==> config.mk <==
export PLATFORM = sky130hd
export DESIGN_NAME = cil_console
export DESIGN_NICKNAME = d
export VERILOG_FILES = /design/src/logic/cil_pkg.sv /design/src/logic/cil_console.sv
export SDC_FILE = /design/constraint.sdc
export NUM_CORES = 1
export LEC_CHECK = 0
export BUFFER_PORTS_ARGS = -buffer_cell sky130_fd_sc_hd__buf_4
export CORE_AREA = 2 2 239 241
export CTS_CLUSTER_SIZE = 30
export DETAILED_ROUTE_END_ITERATION = 10
export DIE_AREA = 0 0 241 243
export SLEW_MARGIN = 20
export SYNTH_ARGS = -nofsm -noshare
export SYNTH_HDL_FRONTEND = slang
export SYNTH_SLANG_ARGS = --single-unit
==> constraint.sdc <==
create_clock -name sys_clk -period 20.4 [get_ports sys_clk]
set_clock_uncertainty 0.1 [all_clocks]
set_input_delay 2.04 -clock sys_clk [delete_from_list [all_inputs] [get_ports sys_clk]]
set_output_delay 2.04 -clock sys_clk [all_outputs]
set_load 0.05 [all_outputs]
==> src/logic/cil_pkg.sv <==
/*
 * Constants for the console indicator and switch logic.
 * Assumes one processor clock and an active-high asynchronous reset.
 */
package cil_pkg;
	// ----------------------------------------------------------------
	// Widths
	// ----------------------------------------------------------------
	localparam int WORD_W = 36;
	localparam int ADDR_W = 18;
	localparam int CHAN_N = 7;
	localparam int CHAN_W = 3;
	localparam int HALF_W = 18;
	localparam int OPC_W  = 9;
	localparam int AC_W   = 4;
	localparam int DEV_W  = 7;
	localparam int FM_W   = 4;
	// ----------------------------------------------------------------
	// Field positions (bit 0 is the leftmost, as printed)
	// ----------------------------------------------------------------
	localparam int IO_OPC_TOP   = 3;
	localparam int INTERRUPT_SYSTEM_ON_BIT    = 28;
	localparam int USER_PC_BIT  = 5;
	// ----------------------------------------------------------------
	// Codes and reset values
	// ----------------------------------------------------------------
	localparam logic [CHAN_W-1:0] CHAN_NONE = 3'h0;
	localparam logic [2:0]        IO_TOP3   = 3'h7;
	localparam logic [3:0]        AUX_NORMAL = 4'hF;
	localparam logic [WORD_W-1:0] WORD_ZERO = 36'h000000000;
	localparam logic [ADDR_W-1:0] ADDR_ZERO = 18'h00000;
	localparam logic [ADDR_W-1:0] ADDR_ONE  = 18'h00001;
	localparam logic [CHAN_N-1:0] CHAN_ZERO = 7'h00;
	localparam logic [1:0]        SYNC_ZERO = 2'h0;
endpackage : cil_pkg

==> src/logic/cil_console.sv <==
/*
 * Console indicator and switch logic: switch sampling, indicator rows,
 * address-switch capture with program-load lock, interrupt channel lamps.
 * Assumes the processor drives its events as one-cycle pulses on sys_clk;
 * switches are asynchronous pins.
 */
module cil_console #(
	parameter int WORD_W = cil_pkg::WORD_W,
	parameter int ADDR_W = cil_pkg::ADDR_W,
	parameter int CHAN_N = cil_pkg::CHAN_N
) (
	input  wire logic                      sys_clk,
	input  wire logic                      reset,
	// Console pins: one means front part down
	input  wire logic [WORD_W-1:0]         data_switch_pin,
	input  wire logic [ADDR_W-1:0]         addr_switch_pin,
	input  wire logic [3:0]                aux_switch_up_pin,
	input  wire logic                      mi_prog_disable_pin,
	// Processor events and state
	input  wire logic                      proc_run,
	input  wire logic                      halt_done,
	input  wire logic [ADDR_W-1:0]         halt_addr,
	input  wire logic [ADDR_W-1:0]         jump_target,
	input  wire logic                      instr_end,
	input  wire logic                      mem_ref_end,
	input  wire logic                      shift_step,
	input  wire logic                      stop_at_instr,
	input  wire logic                      stop_at_mem,
	input  wire logic                      stop_at_shift,
	input  wire logic                      pc_load,
	input  wire logic [ADDR_W-1:0]         pc_value,
	input  wire logic                      instr_load,
	input  wire logic [cil_pkg::HALF_W-1:0] instr_value,
	input  wire logic                      ea_step,
	input  wire logic                      ea_indirect,
	input  wire logic [cil_pkg::AC_W-1:0]  ea_index,
	input  wire logic [ADDR_W-1:0]         ea_addr,
	input  wire logic                      mem_xfer,
	input  wire logic [ADDR_W-1:0]         mem_phys_addr,
	input  wire logic [WORD_W-1:0]         mem_word,
	input  wire logic                      fm_ref,
	input  wire logic [cil_pkg::FM_W-1:0]  fm_addr,
	input  wire logic                      output_transfer_instr,
	input  wire logic [WORD_W-1:0]         prog_word,
	input  wire logic                      mem_key_run,
	input  wire logic                      single_cycle,
	input  wire logic                      addr_cond_hit,
	input  wire logic                      nxm_hit,
	input  wire logic                      parity_hit,
	input  wire logic                      condition_input_instr,
	input  wire logic [WORD_W-1:0]         condition_word,
	input  wire logic [WORD_W-1:0]         saved_pc_word,
	input  wire logic                      carry0,
	input  wire logic                      carry1,
	input  wire logic [CHAN_N-1:0]         channel_enable_in,
	input  wire logic [CHAN_N-1:0]         bus_request_in,
	input  wire logic [CHAN_N-1:0]         prog_request,
	input  wire logic [CHAN_N-1:0]         hold_start,
	input  wire logic [CHAN_N-1:0]         dismiss,
	// Lamps and switch words
	output logic [WORD_W-1:0]              data_switch_word,
	output logic [ADDR_W-1:0]              addr_switch_word,
	output logic                           fast_store_enable,
	output logic [2:0]                     aux_ctrl,
	output logic [ADDR_W-1:0]              program_counter,
	output logic [cil_pkg::HALF_W-1:0]     instruction_latch,
	output logic                           io_instr,
	output logic [cil_pkg::DEV_W-1:0]      io_device_code,
	output logic                           ind_lamp,
	output logic [cil_pkg::AC_W-1:0]       index_lamp,
	output logic [ADDR_W-1:0]              memory_addr_latch,
	output logic [WORD_W-1:0]              memory_indicator,
	output logic                           program_data_lamp,
	output logic                           indicator_locked,
	output logic [WORD_W-1:0]              parity_buffer,
	output logic                           run_lamp,
	output logic                           program_stop,
	output logic                           operator_stop,
	output logic                           memory_stop,
	output logic                           user_mode,
	output logic                           interrupt_system_on,
	output logic                           overflow_carry_condition,
	output logic [1:0]                     address_match_flags,
	output logic [CHAN_N-1:0]              channel_enable_vector,
	output logic [CHAN_N-1:0]              bus_request_vector,
	output logic [CHAN_N-1:0]              accepted_request_vector,
	output logic [CHAN_N-1:0]              held_interrupt_vector,
	output logic                           serviced_valid,
	output logic [cil_pkg::CHAN_W-1:0]     serviced_channel
);
	// ----------------------------------------------------------------
	// Pin synchronisers: three stages, change taken when 2 and 3 agree
	// ----------------------------------------------------------------
	localparam int SW_W = WORD_W + ADDR_W + 5;
	logic [SW_W-1:0] pin_in;
	logic [SW_W-1:0] s1_r, s2_r, s3_r, sw_r, sw_nxt;
	assign pin_in = {data_switch_pin, addr_switch_pin, aux_switch_up_pin,
		mi_prog_disable_pin};
	genvar gi;
	generate
		for (gi = 0; gi < SW_W; gi++) begin : g_sw
			always_comb begin
				sw_nxt[gi] = (s2_r[gi] == s3_r[gi]) ? s2_r[gi] : sw_r[gi];
			end
		end
	endgenerate
	// Stages reset to the rest position so no false change follows reset
	localparam logic [SW_W-1:0] SW_IDLE = {{(WORD_W+ADDR_W){1'b0}}, cil_pkg::AUX_NORMAL, 1'b0};
	always_ff @(posedge sys_clk or posedge reset) begin
		if (reset) begin
			s1_r <= SW_IDLE;
			s2_r <= SW_IDLE;
			s3_r <= SW_IDLE;
			sw_r <= SW_IDLE;
		end else begin
			s1_r <= pin_in;
			s2_r <= s1_r;
			s3_r <= s2_r;
			sw_r <= sw_nxt;
		end
	end
	logic [WORD_W-1:0] dsw;
	logic [ADDR_W-1:0] asw;
	logic [3:0]        aux_up;
	logic              mi_dis;
	assign {dsw, asw, aux_up, mi_dis} = sw_r;
	// ----------------------------------------------------------------
	// Channel helpers
	// ----------------------------------------------------------------
	function automatic logic [cil_pkg::CHAN_W:0] lowest_set(input logic [CHAN_N-1:0] v);
		lowest_set = {1'b0, cil_pkg::CHAN_NONE};
		for (int i = CHAN_N - 1; i >= 0; i--) begin
			if (v[i]) begin
				lowest_set = {1'b1, 3'(i + 1)};
			end
		end
	endfunction : lowest_set
	// ----------------------------------------------------------------
	// Display and status state
	// ----------------------------------------------------------------
	logic [ADDR_W-1:0]  pc_r, pc_nxt, mal_r, mal_nxt;
	logic [cil_pkg::HALF_W-1:0] il_r, il_nxt;
	logic               ind_r, ind_nxt;
	logic [cil_pkg::AC_W-1:0] ix_r, ix_nxt;
	logic [WORD_W-1:0]  mi_r, mi_nxt, pb_r, pb_nxt;
	logic               pd_r, pd_nxt, lock_r, lock_nxt;
	logic               pstop_r, pstop_nxt, ostop_r, ostop_nxt, mstop_r, mstop_nxt;
	logic               pion_r, pion_nxt, user_r, user_nxt, ov_r, ov_nxt;
	logic [1:0]         asm_r, asm_nxt;
	logic [CHAN_N-1:0]  act_r, act_nxt, ireq_r, ireq_nxt, req_r, req_nxt, hold_r, hold_nxt;
	logic               run_r, run_nxt;
	logic [cil_pkg::CHAN_W:0] srv_r, srv_nxt;
	logic               core_hit, fm_hit;
	always_comb begin
		core_hit  = mem_xfer && (mem_phys_addr == asw);
		fm_hit    = fm_ref && (fm_addr == asw[cil_pkg::FM_W-1:0]) &&
			(asw[ADDR_W-1:cil_pkg::FM_W] == '0);
		pc_nxt    = pc_load ? pc_value : pc_r;
		il_nxt    = instr_load ? instr_value : il_r;
		mal_nxt   = mal_r;
		ind_nxt   = ind_r;
		ix_nxt    = ix_r;
		if (ea_step) begin
			ind_nxt = ea_indirect;
			ix_nxt  = ea_index;
			mal_nxt = ea_addr;
		end
		if (instr_end) begin
			ind_nxt = 1'b0;
		end
		if (halt_done && !proc_run) begin
			mal_nxt = ADDR_W'(halt_addr + cil_pkg::ADDR_ONE);
			pc_nxt = jump_target;
		end
		pb_nxt    = mem_xfer ? mem_word : pb_r;
		mi_nxt    = mi_r;
		pd_nxt    = pd_r;
		lock_nxt  = lock_r;
		if (mi_dis || mem_key_run) begin
			lock_nxt = 1'b0;
			pd_nxt   = 1'b0;
		end
		if (proc_run && core_hit && !lock_nxt) begin
			mi_nxt = mem_word;
			pd_nxt = 1'b0;
		end
		if (output_transfer_instr && !mi_dis) begin
			mi_nxt   = prog_word;
			pd_nxt   = 1'b1;
			lock_nxt = 1'b1;
		end
		pstop_nxt = halt_done || (pstop_r && !(instr_load && run_r));
		ostop_nxt = (instr_end && stop_at_instr) || (mem_ref_end && stop_at_mem) ||
			(shift_step && stop_at_shift);
		mstop_nxt = (mem_ref_end && (single_cycle || addr_cond_hit || nxm_hit ||
			parity_hit)) || (mstop_r && !proc_run);
		pion_nxt  = condition_input_instr ? condition_word[WORD_W-1-cil_pkg::INTERRUPT_SYSTEM_ON_BIT] :
			pion_r;
		user_nxt  = saved_pc_word[WORD_W-1-cil_pkg::USER_PC_BIT];
		ov_nxt    = carry0 ^ carry1;
		asm_nxt   = {core_hit, fm_hit};
		run_nxt   = proc_run;
		act_nxt   = channel_enable_in;
		ireq_nxt  = bus_request_in;
		hold_nxt  = (hold_r & ~dismiss) | (hold_start & {CHAN_N{pion_r}});
		req_nxt   = (req_r | ((ireq_r & act_r) | prog_request)) & ~hold_nxt;
		srv_nxt   = lowest_set(hold_nxt);
	end
	always_ff @(posedge sys_clk or posedge reset) begin
		if (reset) begin
			pc_r    <= cil_pkg::ADDR_ZERO;
			il_r    <= '0;
			mal_r   <= cil_pkg::ADDR_ZERO;
			ind_r   <= 1'b0;
			ix_r    <= '0;
			mi_r    <= cil_pkg::WORD_ZERO;
			pb_r    <= cil_pkg::WORD_ZERO;
			pd_r    <= 1'b0;
			lock_r  <= 1'b0;
			pstop_r <= 1'b0;
			ostop_r <= 1'b0;
			mstop_r <= 1'b0;
			pion_r  <= 1'b0;
			user_r  <= 1'b0;
			ov_r    <= 1'b0;
			asm_r   <= 2'h0;
			run_r   <= 1'b0;
			act_r   <= cil_pkg::CHAN_ZERO;
			ireq_r  <= cil_pkg::CHAN_ZERO;
			req_r   <= cil_pkg::CHAN_ZERO;
			hold_r  <= cil_pkg::CHAN_ZERO;
			srv_r   <= '0;
		end else begin
			pc_r    <= pc_nxt;
			il_r    <= il_nxt;
			mal_r   <= mal_nxt;
			ind_r   <= ind_nxt;
			ix_r    <= ix_nxt;
			mi_r    <= mi_nxt;
			pb_r    <= pb_nxt;
			pd_r    <= pd_nxt;
			lock_r  <= lock_nxt;
			pstop_r <= pstop_nxt;
			ostop_r <= ostop_nxt;
			mstop_r <= mstop_nxt;
			pion_r  <= pion_nxt;
			user_r  <= user_nxt;
			ov_r    <= ov_nxt;
			asm_r   <= asm_nxt;
			run_r   <= run_nxt;
			act_r   <= act_nxt;
			ireq_r  <= ireq_nxt;
			req_r   <= req_nxt;
			hold_r  <= hold_nxt;
			srv_r   <= srv_nxt;
		end
	end
	// ----------------------------------------------------------------
	// Output registers derived from the instruction latch and the auxiliary switches
	// ----------------------------------------------------------------
	logic io_r, io_nxt;
	logic [cil_pkg::DEV_W-1:0] dev_r, dev_nxt;
	logic [2:0] auxc_r, auxc_nxt;
	always_comb begin
		io_nxt  = (il_nxt[cil_pkg::HALF_W-1 -: cil_pkg::IO_OPC_TOP] == cil_pkg::IO_TOP3);
		dev_nxt = {il_nxt[cil_pkg::HALF_W-1-cil_pkg::IO_OPC_TOP -: cil_pkg::DEV_W-1],
			il_nxt[cil_pkg::HALF_W-1-cil_pkg::OPC_W]};
		auxc_nxt = ~aux_up[3:1];
	end
	always_ff @(posedge sys_clk or posedge reset) begin
		if (reset) begin
			io_r   <= 1'b0;
			dev_r  <= '0;
			auxc_r <= '0;
		end else begin
			io_r   <= io_nxt;
			dev_r  <= dev_nxt;
			auxc_r <= auxc_nxt;
		end
	end
	// Lamps come straight from the flip-flops above
	assign data_switch_word  = dsw;
	assign addr_switch_word  = asw;
	assign fast_store_enable = aux_up[0];
	assign aux_ctrl          = auxc_r;
	assign program_counter   = pc_r;
	assign instruction_latch = il_r;
	assign io_instr          = io_r;
	assign io_device_code    = dev_r;
	assign ind_lamp          = ind_r;
	assign index_lamp        = ix_r;
	assign memory_addr_latch = mal_r;
	assign memory_indicator  = mi_r;
	assign program_data_lamp = pd_r;
	assign indicator_locked  = lock_r;
	assign parity_buffer     = pb_r;
	assign run_lamp          = run_r;
	assign program_stop      = pstop_r;
	assign operator_stop     = ostop_r;
	assign memory_stop       = mstop_r;
	assign user_mode         = user_r;
	assign interrupt_system_on = pion_r;
	assign overflow_carry_condition = ov_r;
	assign address_match_flags = asm_r;
	assign channel_enable_vector = act_r;
	assign bus_request_vector = ireq_r;
	assign accepted_request_vector = req_r;
	assign held_interrupt_vector = hold_r;
	assign serviced_valid    = srv_r[cil_pkg::CHAN_W];
	assign serviced_channel  = srv_r[cil_pkg::CHAN_W-1:0];
endmodule : cil_console

==> impl_metrics.toml <==
[status]
status = "complete, no violations"

[power_and_ir_drop]
seqPwrFrac = 0.417
peakVddDrop_mv = 0.0691
p_comb_frac = 0.195
cellInternalPower_mw = 1.57
powerDensity_nw_per_um2 = 108
power_frac_clock = 0.388
switching_share = 0.301
power.net_switching_uw = 678
power_mw = 2.25
total_leakage_power_nw = 9.43

[global_routing]
overflow = 0
grt_max_degree = 140
grt_pass1_wl_um = 62200
globalRouteTotalUtil = 0.139
grt_pass1_vias = 10754
grt_antenna_before_repair = 4

[logic_synthesis]
synth_largest_area_cell = "dfrtp_1"
asyncSetResetFlopFracSynth = 1.00
synth.cell_area_um2 = 14700
synth-seq-cells = 414
synth_edf_count = 0
synth_nets = 1423
synth_common_cells = "dfrtp_1 (398), buf_4 (67), maj3_1 (59), mux2_2 (59), nor2_1 (52)"
ys_seq_area_frac = 0.705
synthCells = 1043
synth_cell_types = 42
ys_dominant_reg_cell = "dfrtp_1"
synth_top_area_frac = 0.676
synth_top_cells_by_area = "dfrtp_1 (68%), mux2_2 (4.5%), maj3_1 (4.0%)"
ys_warn_count = 0
avgSynthCellArea_um2 = 14.1
yosysMostFrequentCell = "dfrtp_1"

[sta]
rsz0062_at_grt = "no"
fin_crit_ns = 4.44
final-setup-viol-count = 0
slew_headroom = 0.271
max_freq_mhz = 225
fin_hold_ws_ns = 0.246
fin_crit_sh = 0.218
fin_ws_ns = 15.96
setup_tns_ns = 0
slew_viol_final = 0
hold_viol_final = 0
worst_pin_slew_ns = 1.09

[clocking]
cts_buffers = 47
postCtsSetupBuffers = 0
tritoncts = "built"
ctsResizeCount = 0
cts_max_path_buffers = 3
cts_sinks = 414
clk_pin_slew_ns = 0.06
clkLatencyLatePin_ns = 0.59
cts_max_level = 2
holdBufCountCts = 0
clockRootBuffer = "clkbuf_16"

[drt]
vias = 10086
firstDrtPassIters = 4
drtAntennaViolNets = 0
drtIter0Drc = 346
wirelength_um = 41600
drcViolationCount = 0
wire_per_inst_um = 17.8
via_per_inst = 4.31

[setup_path]
critPathBufInv = 1
critPathMaxFanout = 37
slowest_delay_ns = 1.04
worstPathArrival_ns = 4.72
regToRegSetupSlack_ns = 16.87
crit_path_end_kind = "register"
cp-start-kind = "input port"
worstPathRequired_ns = 20.69
path_class = "in2reg"
path_delay_family = "simple AND/OR/NAND/NOR gates"
crit_chain = "buf_4 > xor2_1 > nor4_1 > nand3_2 > o21ai_0 > a31oi_1"
worst_path_max_delay_cell = "nand3_2"

[final_layout]
final_nets = 1924
fillers = 5491
utilization = 0.373
drive_above_1_share = 0.453
design_area_um2 = 20900
area_growth_pct = 41.5
final_cells = 2341

[die]
dieArea_um2 = 58600
start_util = 0.263
ioPinCount = 619
die_y_um = 243
core_region_area_um2 = 56000
die_w_um = 241
num_rows = 87

[place]
dpl.hpwl_um = 30200
numPortBuffers = 548
dp_cells = 2251
pre_cts_ws_ns = 15.31
placed_area_um2 = 19200
place_congestion = 0.831

[flow_run]
max-cap-violations = 0

[min_path]
hold_path.class = "reg2reg"
## registers in the layout, indices dropped and copies added (netlist names), 6 cells and up
register / cells
parity_buffer: 36
memory_addr_latch: 18
s2_r: 59
sw_r: 59
instruction_latch: 12
bus_request_vector: 7
memory_indicator: 36
held_interrupt_vector: 7
s1_r: 59
program_counter: 18
accepted_request_vector: 7
io_device_code: 6
s3_r: 59
channel_enable_vector: 7
## power by group through the flow
stage / Combinational, mW / Sequential [mW] / Clock [mW]
floorplan: 0.146 / 1.09 / 0
global placement: 0.439 / 0.950 / 0
detailed placement: 0.443 / 0.953 / 0
CTS: 0.444 / 0.940 / 0.911
global route: 0.462 / 0.947 / 0.941
finish: 0.439 / 0.938 / 0.875
## worst reg2reg max path: cells and delay by family, from the launching register on
family           cells  cell delay (ns)
flip-flops           1             0.60
AND/OR/NAND/NOR      2             1.76
AO/OA/AOI/OAI        2             0.63
XOR/XNOR             1             0.24
## area by class of cell
type / instances / area (µm²) / area share
repair buffers: 558 / 4190 / 0.201
clock buffers: 69 / 1330 / 0.0638
well taps: 756 / 946 / 0.0454
diodes: 2 / 5.00 / 0.000240
inverters: 15 / 63.8 / 0.00306
flip-flops and latches: 414 / 10400 / 0.498
clock inverters: 19 / 295 / 0.0142
multi-input cells: 508 / 3640 / 0.175
## layout by cell type (no fill, tap or decap), types with 12 or more instances in the layout
cell	n
a211oi_1	16
a21oi_1	12
a31oi_1	36
buf_4	558
clkbuf_1	16
clkbuf_16	48
dfrtp_1	398
dfstp_2	16
inv_1	14
maj3_1	59
mux2_2	59
mux2i_1	28
nand2_1	41
nand4_1	42
nor2_1	52
o21ai_0	38
o21ai_1	32
xnor2_1	25
xor2_1	14
## path summary, 6_finish.rpt
kind | startpoint | cells past startpoint | endpoint
worst max-delay path | mem_phys_addr[10] | 6 | memory_indicator[23]
worst min-delay path | s1_r[16] | 0 | s2_r[16]
worst max register to register | sw_r[20] | 5 | memory_indicator[23]
worst min register to register | s1_r[16] | 0 | s2_r[16]
max in group asynchronous | reset | 4 | program_counter[5]
min in group asynchronous | reset | 2 | bus_request_vector[6]
## cell families (layout without fill, tap and decap cells)
kind of cell    after synthesis  after routing  synth area share
flops                       414            414             0.705
simple gates                181            181            0.0616
compound gates              141            141            0.0558
buf+inv                     121            661            0.0499
mux                          87             87            0.0641
fa+ha+maj                    60             60            0.0409
xor+xnor                     39             39            0.0232
other cells                   0              2                 0
## routing by layer
layer | track usage | vias up | share of wire | wire length, µm
li1 | - | 4572 | - | -
met1 | 0.158 | 5001 | 0.38 | 15600
met2 | 0.239 | 424 | 0.50 | 20700
met3 | 0.0480 | 83 | 0.090 | 3760
met4 | 0.0554 | 6 | 0.035 | 1450
met5 | 0 | - | 0.00082 | 34
Power figures use the tool's default switching activity.
